[src/core/vic_pkg.sv]
// Shared constants and types of the vectored interrupt controller.
// Assumes a 32-bit Avalon-MM register bus and a core that acknowledges vectors.
package vic_pkg;
	// Register byte addresses on the Avalon-MM bus.
	localparam logic [3:0] REQ_FLAGS_ADDR = 4'h0;
	localparam logic [3:0] MASK_FLAGS_ADDR = 4'h4;
	localparam logic [3:0] CONTROL_ADDR = 4'h8;
	localparam logic [3:0] PSW_ADDR = 4'hC;
	// Reset values.
	localparam logic [7:0] REQ_FLAGS_RST = 8'h00;
	localparam logic [7:0] MASK_FLAGS_RST = 8'hFF;
	localparam logic [7:0] PSW_RST = 8'h02;
	localparam logic [4:0] CONTROL_RST = 5'h00;
	// Field positions.
	localparam int PSW_IE_BIT = 7;
	localparam int CTL_WDT_MODE_BIT = 0;
	localparam int CTL_KEY_EN_BIT = 1;
	localparam int CTL_EDGE_LO_BIT = 2;
	localparam int CTL_EDGE_HI_BIT = 3;
	localparam int CTL_SERIAL_BIT = 4;
	// Request flag positions, index equals priority.
	localparam int SRC_WDT = 0;
	localparam int SRC_PIN = 1;
	localparam int SRC_SERIAL = 2;
	localparam int SRC_WATCH = 3;
	localparam int SRC_TIMER_A = 4;
	localparam int SRC_TIMER_B = 5;
	localparam int SRC_KEY = 6;
	localparam int SRC_INTERVAL = 7;
	// Vector table: base plus two bytes per priority level.
	localparam logic [15:0] NMI_VECTOR = 16'h0004;
	localparam logic [15:0] MASKABLE_VECTOR_BASE = 16'h0004;
	localparam logic [15:0] VECTOR_STEP = 16'h0002;
	// Edge select codes.
	localparam logic [1:0] EDGE_FALL = 2'h0;
	localparam logic [1:0] EDGE_RISE = 2'h1;
	localparam logic [1:0] EDGE_BOTH = 2'h3;

	// Request presented to the core.
	typedef struct packed {
		logic valid;
		logic nmi;
		logic [15:0] vector;
	} vic_request_s;

	// One-cycle event pulses from the on-chip sources.
	typedef struct packed {
		logic watchdogOverflow;
		logic serialRxDone;
		logic watchTick;
		logic timerAMatch;
		logic timerBMatch;
		logic watchInterval;
	} vic_events_s;
endpackage : vic_pkg

[src/core/vic_controller.sv]
// Vectored interrupt controller: one non-maskable and eight maskable sources.
// Software clears a flag by writing one to its bit; an event in the same
// cycle keeps it set, so no request is lost to a late clear.
// Assumes a core that pulses coreAck once per presented request, and
// peripheral event pulses that are synchronous to clock.
// The edge pin and key lines may be asynchronous to clock.
//
// How it works
// - Non-maskable request ignores masks, enable, arbitration.
// - Watchdog overflow in watchdog mode vectors 0004H.
// - Any generated request pulses standby release.
// - Unmasked requests arbitrated, priority 0 highest.
// - Interval-mode watchdog overflow is priority 0.
// - Selected pin edge raises priority 1, 0006H.
// - Serial receive end raises priority 2, 0008H.
// - Watch, timer A, timer B at 3-5.
// - Key return detection raises priority 6, 0010H.
// - Watch interval raises priority 7, 0012H.
// - Eight sources, seven without serial variant.
// - Acknowledge clears flag; flags reset to zero.
// - Masks reset to all ones; masked at load time never presented.
// - Acknowledge pushes status word, clears global enable.
// - Edge select 00 fall, 01 rise, 11 both.
module vic_controller #(
	parameter bit HAS_SERIAL = 1'b1
) (
	input wire logic clock,
	input wire logic arst_n,
	// Avalon-MM slave.
	input wire logic [3:0] address,
	input wire logic read,
	input wire logic write,
	input wire logic [31:0] writedata,
	input wire logic [3:0] byteenable,
	output logic [31:0] readdata,
	output logic waitrequest,
	// On-chip sources and pins.
	input wire vic_pkg::vic_events_s events,
	input wire logic extPin,
	input wire logic [3:0] keyPins,
	// Core side.
	output vic_pkg::vic_request_s coreRequest,
	input wire logic coreAck,
	output logic [7:0] pushedPsw,
	output logic pushStrobe,
	output logic standbyRelease,
	output logic irq
);
	logic [7:0] reqFlags_r;
	logic [7:0] reqFlags_nxt;
	logic [7:0] maskFlags_r;
	logic [7:0] psw_r;
	logic [7:0] psw_nxt;
	logic [4:0] control_r;
	// Pending non-maskable request, kept apart from the maskable flags.
	logic nmiPend_r;
	logic nmiPend_nxt;
	logic [1:0] pinSync_r;
	logic pinPrev_r;
	logic keyPrev_r;
	logic [3:0] keyMeta_r;
	logic [3:0] keySync_r;
	logic busAck_r;
	logic [31:0] readdata_r;
	// Request as it is held for the core.
	logic presValid_r;
	logic presNmi_r;
	logic [2:0] presSel_r;
	logic [7:0] pushedPsw_r;
	logic pushStrobe_r;
	logic standby_r;

	// Edge detection on synchronised pins.
	// Code 10 of the edge select is prohibited and detects nothing.
	wire logic [1:0] edgeSelect = control_r[vic_pkg::CTL_EDGE_HI_BIT:vic_pkg::CTL_EDGE_LO_BIT];
	wire logic pinNow = pinSync_r[1];
	wire logic pinRise = pinNow & ~pinPrev_r;
	wire logic pinFall = ~pinNow & pinPrev_r;
	wire logic pinEdge = (edgeSelect == vic_pkg::EDGE_FALL) ? pinFall :
		(edgeSelect == vic_pkg::EDGE_RISE) ? pinRise :
		(edgeSelect == vic_pkg::EDGE_BOTH) ? (pinRise | pinFall) : 1'b0;
	// A key return is seen only when all four lines were high and one falls.
	// Lines already low when detection is enabled cannot raise a false return.
	wire logic keyAllHigh = &keySync_r;
	wire logic keyEdge = control_r[vic_pkg::CTL_KEY_EN_BIT] & keyPrev_r & ~keyAllHigh;
	wire logic wdtNmiMode = control_r[vic_pkg::CTL_WDT_MODE_BIT];
	wire logic serialOn = HAS_SERIAL & control_r[vic_pkg::CTL_SERIAL_BIT];

	// Source events gathered into one vector, index equals priority.
	wire logic [7:0] srcEvents = {
		events.watchInterval,
		keyEdge,
		events.timerBMatch,
		events.timerAMatch,
		events.watchTick,
		events.serialRxDone & serialOn,
		pinEdge,
		events.watchdogOverflow & ~wdtNmiMode
	};
	wire logic nmiEvent = events.watchdogOverflow & wdtNmiMode;

	// Bus decode; accesses complete after one wait state.
	// waitrequest stays high while idle, so a master must wait for it to drop.
	// Only byte lane 0 carries register bits; the upper lanes read as zero.
	wire logic busReq = read | write;
	wire logic busDone = busReq & busAck_r;
	wire logic wrDone = write & busAck_r;
	wire logic selReq = (address == vic_pkg::REQ_FLAGS_ADDR);
	wire logic selMask = (address == vic_pkg::MASK_FLAGS_ADDR);
	wire logic selCtl = (address == vic_pkg::CONTROL_ADDR);
	wire logic selPsw = (address == vic_pkg::PSW_ADDR);
	wire logic wrLane0 = wrDone & byteenable[0];
	wire logic [31:0] readMux = selReq ? {24'h000000, reqFlags_r} :
		selMask ? {24'h000000, maskFlags_r} :
		selCtl ? {27'h0000000, control_r} :
		selPsw ? {24'h000000, psw_r} : 32'h00000000;

	// Arbitration picks the lowest index among unmasked pending flags.
	// Scanning from the lowest priority upward lets the highest one win last.
	wire logic [7:0] unmasked = reqFlags_r & ~maskFlags_r;
	wire logic globalEnable = psw_r[vic_pkg::PSW_IE_BIT];
	logic [2:0] winSel;
	always_comb
	begin
		winSel = 3'h0;
		for (int i = 7; i >= 0; i--)
		begin
			if (unmasked[i])
			begin
				winSel = i[2:0];
			end
		end
	end
	wire logic anyUnmasked = |unmasked;
	// The non-maskable request is loaded only when nothing is presented, so a
	// maskable request already on offer is finished first; this keeps the
	// vector stable for the core at the cost of one service of latency.
	wire logic loadNmi = ~presValid_r & nmiPend_r;
	wire logic loadMask = ~presValid_r & ~nmiPend_r & globalEnable & anyUnmasked;
	wire logic ackTaken = presValid_r & coreAck;
	wire logic [7:0] ackClear = (ackTaken & ~presNmi_r) ? (8'h01 << presSel_r) : 8'h00;
	// Vector of a maskable level: two bytes per entry above the table base.
	wire logic [15:0] selVector = vic_pkg::MASKABLE_VECTOR_BASE +
		(vic_pkg::VECTOR_STEP * {13'h0000, presSel_r});

	// Request flags: a new event wins over software and acknowledge clears.
	// Without the serial unit its flag is forced low whatever software writes.
	always_comb
	begin
		reqFlags_nxt = reqFlags_r;
		if (wrLane0 && selReq)
		begin
			reqFlags_nxt = reqFlags_nxt & ~writedata[7:0];
		end
		reqFlags_nxt = reqFlags_nxt & ~ackClear;
		reqFlags_nxt = reqFlags_nxt | srcEvents;
		if (!HAS_SERIAL)
		begin
			reqFlags_nxt[vic_pkg::SRC_SERIAL] = 1'b0;
		end
	end

	// The non-maskable flag is dropped only by its own acknowledge.
	always_comb
	begin
		nmiPend_nxt = nmiPend_r;
		if (ackTaken && presNmi_r)
		begin
			nmiPend_nxt = 1'b0;
		end
		if (nmiEvent)
		begin
			nmiPend_nxt = 1'b1;
		end
	end

	// Status word: software writes it; any acknowledge drops the enable.
	// The acknowledge wins over a software write in the same cycle, so the
	// service routine always starts with maskable requests disabled.
	always_comb
	begin
		psw_nxt = psw_r;
		if (wrLane0 && selPsw)
		begin
			psw_nxt = writedata[7:0];
		end
		if (ackTaken)
		begin
			psw_nxt[vic_pkg::PSW_IE_BIT] = 1'b0;
		end
	end

	// Two-stage synchronisers for the pin inputs.
	// Only the second stage is read by logic; the first may go metastable.
	always_ff @(posedge clock or negedge arst_n)
	begin
		if (!arst_n)
		begin
			pinSync_r <= 2'h0;
			keyMeta_r <= 4'h0;
			keySync_r <= 4'h0;
		end
		else
		begin
			pinSync_r <= {pinSync_r[0], extPin};
			keyMeta_r <= keyPins;
			keySync_r <= keyMeta_r;
		end
	end

	// Previous levels for the edge detectors.
	// Reset values match the synchroniser resets so that release causes no false event.
	// The key detector starts from not-all-high, so lines that settle high
	// after reset are never mistaken for a return.
	always_ff @(posedge clock or negedge arst_n)
	begin
		if (!arst_n)
		begin
			pinPrev_r <= 1'b0;
			keyPrev_r <= 1'b0;
		end
		else
		begin
			pinPrev_r <= pinNow;
			keyPrev_r <= keyAllHigh;
		end
	end

	// Software-visible registers.
	// Mask and control writes take effect at the edge that completes the access.
	always_ff @(posedge clock or negedge arst_n)
	begin
		if (!arst_n)
		begin
			reqFlags_r <= vic_pkg::REQ_FLAGS_RST;
			maskFlags_r <= vic_pkg::MASK_FLAGS_RST;
			control_r <= vic_pkg::CONTROL_RST;
			psw_r <= vic_pkg::PSW_RST;
			nmiPend_r <= 1'b0;
		end
		else
		begin
			reqFlags_r <= reqFlags_nxt;
			psw_r <= psw_nxt;
			nmiPend_r <= nmiPend_nxt;
			if (wrLane0 && selMask)
			begin
				maskFlags_r <= writedata[7:0];
			end
			if (wrLane0 && selCtl)
			begin
				control_r <= writedata[4:0];
			end
		end
	end

	// Bus handshake: read data is captured in the wait cycle.
	// Capturing early keeps readdata steady at the completing edge.
	// Every access takes exactly one wait state, reads and writes alike.
	always_ff @(posedge clock or negedge arst_n)
	begin
		if (!arst_n)
		begin
			busAck_r <= 1'b0;
			readdata_r <= 32'h00000000;
		end
		else
		begin
			busAck_r <= busReq & ~busAck_r;
			if (read && !busAck_r)
			begin
				readdata_r <= readMux;
			end
		end
	end

	// Presented request; held steady until the core takes it.
	// Masks changed after loading do not withdraw the offer; the core must
	// still acknowledge it once.
	always_ff @(posedge clock or negedge arst_n)
	begin
		if (!arst_n)
		begin
			presValid_r <= 1'b0;
			presNmi_r <= 1'b0;
			presSel_r <= 3'h0;
		end
		else if (loadNmi)
		begin
			presValid_r <= 1'b1;
			presNmi_r <= 1'b1;
			presSel_r <= 3'h0;
		end
		else if (loadMask)
		begin
			presValid_r <= 1'b1;
			presNmi_r <= 1'b0;
			presSel_r <= winSel;
		end
		else if (ackTaken)
		begin
			presValid_r <= 1'b0;
		end
	end

	// Stack push and standby release pulses.
	// Standby release follows every generated request, masked or not.
	// The pushed word keeps the enable as it was before the acknowledge.
	always_ff @(posedge clock or negedge arst_n)
	begin
		if (!arst_n)
		begin
			pushedPsw_r <= 8'h00;
			pushStrobe_r <= 1'b0;
			standby_r <= 1'b0;
		end
		else
		begin
			pushStrobe_r <= ackTaken;
			if (ackTaken)
			begin
				pushedPsw_r <= psw_r;
			end
			standby_r <= nmiEvent | (|srcEvents);
		end
	end

	// Outputs.
	// The vector comes from held registers, so it is stable while valid is.
	assign readdata = readdata_r;
	assign waitrequest = ~busAck_r;
	assign coreRequest.valid = presValid_r;
	assign coreRequest.nmi = presNmi_r;
	assign coreRequest.vector = presNmi_r ? vic_pkg::NMI_VECTOR : selVector;
	assign pushedPsw = pushedPsw_r;
	assign pushStrobe = pushStrobe_r;
	assign standbyRelease = standby_r;
	// Level interrupt: unmasked pending flag or a pending non-maskable one.
	// It stays high while a request waits, even with the global enable clear.
	assign irq = anyUnmasked | nmiPend_r;
endmodule : vic_controller

[config.mk]
export PLATFORM = sky130hd
export DESIGN_NAME = vic_controller
export DESIGN_NICKNAME = d
export VERILOG_FILES = /design/src/core/vic_pkg.sv /design/src/core/vic_controller.sv
export SDC_FILE = /design/constraint.sdc
export NUM_CORES = 1
export LEC_CHECK = 0
export BUFFER_PORTS_ARGS = -buffer_cell sky130_fd_sc_hd__buf_4
export CAP_MARGIN = 20
export CELL_PAD_IN_SITES_DETAIL_PLACEMENT = 1
export CELL_PAD_IN_SITES_GLOBAL_PLACEMENT = 2
export CORE_MARGIN = 3
export CORE_UTILIZATION = 30
export DETAILED_ROUTE_END_ITERATION = 8
export PLACE_DENSITY_LB_ADDON = 0.15
export SYNTH_ARGS = -nofsm -noshare
export SYNTH_HDL_FRONTEND = slang
export SYNTH_SLANG_ARGS = --single-unit
[constraint.sdc]
create_clock -name clock -period 1.68 [get_ports clock]
set_input_delay 0.336 -clock clock [delete_from_list [all_inputs] [get_ports clock]]
set_output_delay 0.336 -clock clock [all_outputs]
set_load 0.005 [all_outputs]
* Yosys cells after proc, flatten, opt, wreduce, memory -nomap -nowiden
Cells that the tools add are included.
** Word-level totals
- Register bits after elaboration :: 90
- Input bits :: 56
- Output and inout bits :: 62
- Logic and storage cells :: 106
** Cells by class
- Add/subtract/negate cells :: 1
- Equal/unequal tests :: 5
- Shift-type cells :: 1
- Multiplexer cells :: 29
- Bitwise logic cells :: 35
- Reduce and logical (&&, ||, !) cells :: 16
** Operators with widths (count)
- two-way mux 8 bit :: 7
- two-way mux 3 bit :: 10
- bitwise AND 8 bit :: 3
- inverter 8 bit :: 3
- bitwise AND 1 bit :: 16
- OR reduction 8 bit :: 2
- two-way mux 1 bit :: 11
- equality test 4 bit, second input constant :: 2
- inverter 1 bit :: 8
- OR 8 bit :: 1
- << shifter 1 x 3 -> 8 bit, first input constant :: 1
- logical AND 1 bit :: 6
- nonzero test 2 bit :: 3
- adder 3 x 4 -> 5 bit, first input constant :: 1
- two-way mux 5 bit :: 1
- equality test 4 x 3 -> 1 bit, second input constant :: 1
- logical NOT 4 bit :: 1
- OR 1 bit :: 4
- AND reduction 4 bit :: 1
- nonzero test 3 bit :: 1
- equality test 2 x 1 -> 1 bit, second input constant :: 1
- equality test 2 bit, second input constant :: 1
- logical NOT 2 bit :: 1
- logical NOT 1 bit :: 1

* Longest topological paths before layout
Gate-level depths: netlist of run 1.
- Word-level depth :: 12
- Depth in mapped cells :: 6

* Worst setup path before layout of run 1
OpenSTA, ideal clock, no wires.
- Kind :: reg2out
- Start point :: register maskFlags_r[2]
- End point :: output port irq
- Arrival time :: 1217 ps
- Data required time :: 1344 ps
- Path slack :: 127 ps
- Stages on the path, launching flop included :: 4
- Cell sequence :: dfstp_2 nand2b_1 nand4_1 or3_1
** Between the ends
- Longest elaborated chain between the ends :: 4
** Ends and longest elaborated chain
- start: declaration :: line vic_controller.sv:51 : logic [7:0] maskFlags_r;
- start signal: assignment :: line vic_controller.sv:236 : maskFlags_r <= vic_pkg::MASK_FLAGS_RST;
- start signal: assignment :: line vic_controller.sv:248 : maskFlags_r <= writedata[7:0];
- inverter 8 bit :: line vic_controller.sv:120 : wire logic [7:0] unmasked = reqFlags_r & ~maskFlags_r;
- bitwise AND 8 bit :: line vic_controller.sv:120
- OR reduction 8 bit :: line vic_controller.sv:134 : wire logic anyUnmasked = |unmasked;
- OR 1 bit :: line vic_controller.sv:340 : assign irq = anyUnmasked | nmiPend_r;
- end: declaration :: line vic_controller.sv:47 : output logic irq
No other way between the ends.

* Worst setup path after layout of run 1
- Start point :: register maskFlags_r[6]
- End point :: output port irq
The elaborated chain is that of the path after synthesis.

==> results of run 1 <==
-- sequential cells by signal, indices dropped and copies added, names as in the netlist, 4 cells and up --
name         flops
readdata         8
reqFlags_r       8
pushedPsw        8
keyMeta_r        4
control_r        5
psw_r            8
maskFlags_r      8
keySync_r        4
-- kinds of logic (layout without fill, tap and decap cells) --
logic type | count (synthesis) | after routing | synth area share
compound gates | 44 | 44 | 0.0997
fa+ha+maj | 3 | 3 | 0.0116
buf+inv | 52 | 105 | 0.108
flops | 66 | 66 | 0.516
mux | 38 | 38 | 0.148
other cells | 1 | 36 | 0.00116
simple gates | 60 | 60 | 0.116
-- where the power goes --
part	leakage, nW	switching, mW	internal, mW
Clock	0.0885	0.664	0.695
Sequential	0.796	0.195	1.84
Combinational	1.08	0.437	0.595
-- per-layer routing --
metal  global-route usage  share of wire
met1                0.203           0.48
met2                0.223           0.46
met3               0.0276          0.053
met4               0.0374         0.0088
met5                    0              0
-- stage by stage --
step	worst slack (ns)	cell area, um^2
floorplan	0.127	3360
global placement	-0.0185	3780
detailed placement	-0.0173	3780
CTS	-0.308	4060
global route	-0.350	4090
finish	-0.288	4090
-- placed cells by master (no fill, tap or decap), types with 2 or more instances in the layout --
master,netlist,routed
o211ai_1,3,3
nor4_1,2,2
nor3_2,2,2
o21ai_0,7,7
clkinvlp_4,0,4
inv_6,0,2
nand4_1,4,4
a22oi_1,5,5
clkbuf_8,0,9
nand2b_4,0,8
nand2b_1,11,3
nand3_1,4,4
a21oi_1,4,4
a21o_1,4,4
mux2i_1,5,5
and3_1,2,2
buf_4,38,77
a22o_1,11,11
a221o_1,2,2
dfrtp_1,57,57
conb_1,1,36
dfstp_2,9,9
nor2_1,8,8
mux4_2,5,5
mux2_2,28,28
a32oi_1,2,2
ha_1,3,3
inv_1,9,9
nor2b_1,9,9
nand2_1,8,8
-- cell type report --
cell class	count	area [um^2]
fillers	1138	6280
flip-flops and latches	66	1660
multi-input cells	181	1410
repair buffers	79	608
well taps	136	170
clock buffers	9	124
clock inverters	7	77.6
inverters	10	37.5
-- worst register-to-register path: stages, from the launching register on --
cell and delay [ns]:
dfrtp_1 0.40, nand3_2 0.13, nor3_2 0.20, nand3b_1 0.31, mux2_2 0.37
-- worst max-delay path by stage --
stage	start	end	slack [ns]	cells after the start
floorplan	maskFlags_r[2]	irq	0.13	3
global placement	maskFlags_r[1]	irq	-0.02	4
detailed placement	maskFlags_r[1]	irq	-0.02	4
CTS	maskFlags_r[5]	irq	-0.31	4
global route	maskFlags_r[6]	irq	-0.35	4
finish	maskFlags_r[6]	irq	-0.29	4
-- what timing repair did --
| item | in CTS | in global routing |
|---|---|---|
| pin swaps | 3 | 3 |
| hold buffers | 1 | 0 |
| resized for setup | 7 | 1 |
| setup endpoints to repair | 1 | 2 |
| endpoints found under the hold margin | 12 | 0 |
| buffers inserted | 3 | 2 |
==> flow_summary.toml, run 1 <==
[routing]
drc = 0
ant_nets = 0
drtPass1Iterations = 4
drt-total-wl_um = 8270
wl_per_cell_um = 16.9
num_vias = 2268
vias_per_cell = 4.65
first_iter_violations = 92

[timing]
min_period_ns = 1.97
whs_ns = 0.104
drv_slew = 0
finClkSkew_ns = 0.00423
max_freq_ghz = 0.508
setup_viol = 1
fin_ws_ns = -0.288
hold_viol = 0
rsz0062_at_grt = "true"
fin_setup_tns_ns = -0.288
fin_crit_sh = 1.17

[clock_tree]
cts.sinks = 66
h-tree-depth = 3
cts_tree = "yes"
clockBufferDepth = 2
clkLatencyLatePin_ns = 0.33
clkTransAtPathRegs_ns = 0.08
clockRootBuffer = "clkbuf_8"
numCtsBuffers = 9

[synthesis]
synth-async-reset-ratio = 1.00
synthFlopType = "dfrtp_1"
ys_top_cells_by_area = "dfrtp_1, mux2_2, buf_4"
yosys.area.top_type = "dfrtp_1"
synth_top_area_frac = 0.442
ys_seq_elements = 66
yosysMostFrequentCell = "dfrtp_1"
ys_seq_area_frac = 0.516
syn-mean-instance-area_um2 = 12.2
synth_edf_count = 0
netlist-cell-type-count = 45
syn_inst = 264
yosysWarnings = 0
syn_area_um2 = 3230
netlist_top_cells_count = "dfrtp_1, buf_4, mux2_2"

[finish]
instances_no_fill = 488
area_growth_pct = 26.6
antenna_cells = 0
nets = 406
final_util = 0.394
drive_gt1_frac = 0.432

[setup_path]
slowest_stage = "dfstp_2"
critPathLaunchType = "register"
critPathTopFamily = "simple AND/OR/NAND/NOR gates"
worst_r2r_path_depth = 4
critPathKind = "register to output port"
rr_endpoint = "control_r[0]"
timing.rr.start = "busAck_r"
critical_path.max_fanout = 2
crit_chain = "nand2b_4 -> nand4_1 -> or3_1 -> buf_4"
crit_buf_inv = 1
max_stage_delay_ns = 0.54
cp.arrival_ns = 1.63
worst_setup_path_end_kind = "output port"
r2r_slack_ns = 0.16
cp.required_ns = 1.34

[floorplanning]
dieWidth_um = 110
start_util = 0.311
dieArea_um2 = 12000
ios = 118
rows = 37
die_h_um = 110
design.core.area_um2 = 10400

[hold_path]
hold_class = "primary input to register"
hold_depth = 1
min_to = "pinSync_r[0]"
min_from = "extPin"

[grt]
grt.overflow.total = 0
track_usage = 0.143
first_global_vias = 2331
grt_pass1_wl_um = 12800
grt_antenna_before_repair = 0
grt_max_degree = 37

[placement]
dp_cells = 466
hpwl_um = 6250
port_buffers = 54
gp_congestion = 0.761

[pwr]
leakagePower_nw = 1.97
p_total_mw = 4.43
ir_worst_vdd_mv = 0.566
power_density_nw_per_um2 = 1080

[outcome]
outcome = "finished with violations"
failed_checks = "negative setup slack"

[run]
maxCapViolations = 0
No activity file was read; power rests on OpenSTA's default activity.
==> inputs of run 2 (changes only) <==
--- a/config.mk
+++ b/config.mk
@@ -13,6 +13,7 @@
 export CORE_UTILIZATION = 30
 export DETAILED_ROUTE_END_ITERATION = 8
 export PLACE_DENSITY_LB_ADDON = 0.15
+export RECOVER_POWER = 100
 export SYNTH_ARGS = -nofsm -noshare
 export SYNTH_HDL_FRONTEND = slang
 export SYNTH_SLANG_ARGS = --single-unit
==> flow_summary.toml, run 2 (synthesis results as in run 1) <==
[outcome]
outcome = "finished with violations"
failed_checks = "negative setup slack"

[setup_path]
rr_endpoint = "maskFlags_r[0]"
worst_setup_path_end_kind = "output port"
endpoint = "irq"
timing.rr.start = "busAck_r"
max_stage_delay_ns = 0.54
startpoint = "maskFlags_r[6]"
critical_path.max_fanout = 2
cp.arrival_ns = 1.63
worst_r2r_path_depth = 4
critPathLaunchType = "register"
slowest_stage = "dfstp_2"
cp.required_ns = 1.34
critPathKind = "register to output port"
crit_chain = "nand2b_4 -> nand4_1 -> or3_1 -> buf_4"
r2r_slack_ns = -0.02

[timing]
hold_viol = 0
min_period_ns = 1.97
finClkSkew_ns = 0.00481
max_freq_ghz = 0.509
tightest_slew_ns = 0.809
rsz0062_at_grt = "true"
slew_headroom = 0.461
fin_ws_ns = -0.286
setup_viol = 9
fin_crit_sh = 1.17
drv_slew = 0

[pwr]
internal_power_mw = 3.09
p_sw_mw = 1.28
p_comb_frac = 0.225
power_density_nw_per_um2 = 1090
ir_worst_vdd_mv = 0.559
leakagePower_nw = 1.92
p_clk_frac = 0.311
sw_frac_of_total = 0.294
p_total_mw = 4.37
p_seq_frac = 0.464

[finish]
layout_common_cells = "dfrtp_1, buf_4, conb_1"
antenna_cells = 0
drive_gt1_frac = 0.398
fin_area_um2 = 4010
nets = 406
layout_commonest_cell = "dfrtp_1"
area_growth_pct = 24.4

[floorplanning]
design.core.area_um2 = 10400
dieArea_um2 = 12000
ios = 118
die_h_um = 110
rows = 37
dieWidth_um = 110
start_util = 0.311

[clock_tree]
clkTransAtPathRegs_ns = 0.08
cts_tree = "yes"
clockBufferDepth = 2
cts.sinks = 66
clockRootBuffer = "clkbuf_8"
numCtsBuffers = 9
clkLatencyLatePin_ns = 0.33
h-tree-depth = 3

[grt]
grt_pass1_wl_um = 12800
first_global_vias = 2331
track_usage = 0.143
grt_max_degree = 37
grt.overflow.total = 0
grt_antenna_before_repair = 0

[hold_path]
min_from = "extPin"
hold_class = "primary input to register"

[routing]
wl_per_cell_um = 16.8
drc = 0
first_iter_violations = 86
drt-total-wl_um = 8210
vias_per_cell = 4.61
num_vias = 2251
drtPass1Iterations = 4
ant_nets = 0

[placement]
hpwl_um = 6250
pre_cts_ws_ns = -0.0173
gp_congestion = 0.761
placed_area_um2 = 3780
port_buffers = 54

[run]
maxCapViolations = 0
==> run 2: changes by cell type in the layout (fill, tap and decap cells not counted), moves of 2 or more <==
cell and change:
nor3_2 -2, nor3_1 +2, clkbuf_4 +27, buf_4 -35
clkbuf_2 +3, clkbuf_1 +5
==> run 2: metal layers <==
| metal | GRT usage | vias to the layer above | wire [um] |
|---|---|---|---|
| li1 | - | 1041 | - |
| met1 | 0.203 | 1144 | 3990 |
| met2 | 0.223 | 61 | 3750 |
| met3 | 0.0276 | 5 | 403 |
| met4 | 0.0374 | 0 | 70 |
| met5 | 0 | - | 0 |
==> run 2: power by group through the flow <==
stage | Sequential [mW] | Combinational [mW] | Clock (mW)
4_1_cts | 2.04 | 1.02 | 1.41
3_5_place_dp | 2.06 | 0.981 | 0
3_3_place_gp | 2.06 | 0.962 | 0
2_1_floorplan | 2.02 | 0.547 | 0
6_report | 2.03 | 0.984 | 1.36
5_1_grt | 2.07 | 1.09 | 1.49
==> run 2: worst min path at each step <==
stage	end	slack [ns]	cells past startpoint
after floorplan	busAck_r	0.04	0
after global placement	readdata[5]	0.21	1
after detailed placement	readdata[7]	0.21	1
after CTS	pinSync_r[0]	0.09	1
after global routing	keyMeta_r[2]	0.11	1
final	pinSync_r[0]	0.13	1
==> run 2: cell type report <==
type                       count  area [um^2]
clock inverter                 7         77.6
tap                          136          170
inverter                      10         37.5
clock buffer                   9          124
sequential                    66         1660
fill                        1152         6360
timing repair buffer          79          573
multi-input combinational    181         1370
==> run 2: critical path: cells and delay by family (launching register included) <==
family                 cells  cell delay, ns
AND/OR/NAND/NOR            3            0.61
flip-flops                 1            0.54
buffers and inverters      1            0.14
==> run 2: timing repair <==
action                                  CTS  global route
endpoints found under the setup margin    1             2
endpoints found under the hold margin    12             0
pin swaps                                 3             3
resized for setup                         7             1
hold buffers                              1             0
buffers inserted                          3             2
==> run 2: per-stage QoR <==
step                utilization  cells  hold slack [ns]  TNS, ns
detailed placement        0.364    466            0.210  -0.0173
global route              0.387    488            0.106    -1.58
CTS                       0.392    486           0.0875   -0.308
floorplan                     -    299           0.0404        0
finish                    0.387    488            0.126   -0.405
global placement          0.364    466            0.210  -0.0185
==> inputs of run 3 (changes only) <==
--- a/config.mk
+++ b/config.mk
@@ -9,6 +9,7 @@
 export CAP_MARGIN = 20
 export CELL_PAD_IN_SITES_DETAIL_PLACEMENT = 1
 export CELL_PAD_IN_SITES_GLOBAL_PLACEMENT = 2
+export CORE_ASPECT_RATIO = 0.6
 export CORE_MARGIN = 3
 export CORE_UTILIZATION = 30
 export DETAILED_ROUTE_END_ITERATION = 8
==> flow_summary.toml, run 3 (synthesis results as in run 1) <==
[outcome]
outcome = "finished with violations"
failed_checks = "negative setup slack"

[floorplanning]
dieWidth_um = 140
design.core.area_um2 = 10200
ios = 118
die_h_um = 86.3
dieArea_um2 = 12100
rows = 28
start_util = 0.317

[clock_tree]
clkTransAtPathRegs_ns = 0.06
cts.sinks = 66
numCtsBuffers = 9
h-tree-depth = 3
clockRootBuffer = "clkbuf_16"
clockBufferDepth = 2
clkLatencyLatePin_ns = 0.33
cts_tree = "yes"

[grt]
grt_max_degree = 34
grt_pass1_wl_um = 13800
first_global_vias = 2351
grt.overflow.total = 0
track_usage = 0.153
grt_antenna_before_repair = 0

[timing]
finClkSkew_ns = 0.00568
slew_headroom = 0.545
max_freq_ghz = 0.507
fin_crit_sh = 1.17
whs_ns = 0.132
rsz0062_at_grt = "true"
drv_slew = 0
fin_ws_ns = -0.293
setup_viol = 1
hold_viol = 0
tightest_slew_ns = 0.683
min_period_ns = 1.97

[routing]
ant_nets = 0
drtPass1Iterations = 4
drt-total-wl_um = 8880
first_iter_violations = 98
num_vias = 2311
vias_per_cell = 4.67
wl_per_cell_um = 17.9
drc = 0

[finish]
area_growth_pct = 29.9
layout_common_cells = "dfrtp_1, buf_4, conb_1"
final_util = 0.412
drive_gt1_frac = 0.419
layout_commonest_cell = "dfrtp_1"
num-fill-cells = 1120
antenna_cells = 0
nets = 414

[setup_path]
cp.required_ns = 1.34
critical_path.max_fanout = 2
worst_setup_path_end_kind = "output port"
critPathLaunchType = "register"
critPathKind = "register to output port"
cp.arrival_ns = 1.64

[placement]
hpwl_um = 6740
port_buffers = 54
gp_congestion = 0.812

[pwr]
leakagePower_nw = 2.01
power_density_nw_per_um2 = 1170
p_total_mw = 4.91
ir_worst_vdd_mv = 0.515

[run]
maxCapViolations = 0

[hold_path]
hold_class = "primary input to register"
-- run 3: power breakdown --
part,total [mW],switching [mW],internal [mW]
clock,1.83,0.690,1.14
combinational,1.05,0.468,0.582
sequential,2.02,0.180,1.84
total,4.91,1.34,3.57
-- run 3: path summary, 6_finish.rpt --
kind | cells after the start | end | slack (ns) | from
max reg2reg | 6 | presSel_r[2] | 0.08 | maskFlags_r[1]
min | 1 | pinSync_r[0] | 0.13 | extPin
min reg2reg | 0 | keySync_r[0] | 0.35 | keyMeta_r[0]
min in group asynchronous | 2 | busAck_r | 0.51 | arst_n
max in group asynchronous | 3 | maskFlags_r[3] | 0.25 | arst_n
max | 4 | irq | -0.29 | maskFlags_r[1]
-- run 3: per-layer routing --
| layer | wire length [um] | track usage |
|---|---|---|
| met5 | 0 | 0 |
| met4 | 45 | 0.0343 |
| met3 | 640 | 0.0551 |
| met2 | 3740 | 0.210 |
| met1 | 4450 | 0.230 |
-- run 3: cell type report --
type | instances | area, um^2 | area share
flip-flops and latches | 66 | 1660 | 0.397
inverters | 10 | 37.5 | 0.00896
repair buffers | 87 | 634 | 0.151
clock buffers | 11 | 233 | 0.0555
well taps | 135 | 169 | 0.0403
multi-input cells | 181 | 1400 | 0.334
clock inverters | 5 | 55.1 | 0.0131
-- run 3: stage by stage --
stage	worst slack, ns	area (um^2)	TNS (ns)	std cells
final	-0.293	4190	-0.293	495
after global routing	-0.349	4190	-0.485	495
after CTS	-0.318	4240	-0.626	496
after detailed placement	-0.0240	3820	-0.0240	471
after global placement	-0.0158	3820	-0.0158	471
after floorplan	0.127	3360	0	299
-- run 3: repair_timing --
item / in CTS / in global routing
endpoints found under the setup margin: 1 / 5
pin swaps: 6 / 5
endpoints found under the hold margin: 13 / 0
buffers inserted: 8 / 3
hold buffers: 1 / 0
gates resized for setup: 9 / 6
-- run 3: worst max-delay path, stage by stage (launching register included) --
cell and delay (ns):
dfstp_2 0.54, nand2b_4 0.14, nand4_1 0.11, or3_4 0.40
buf_6 0.12
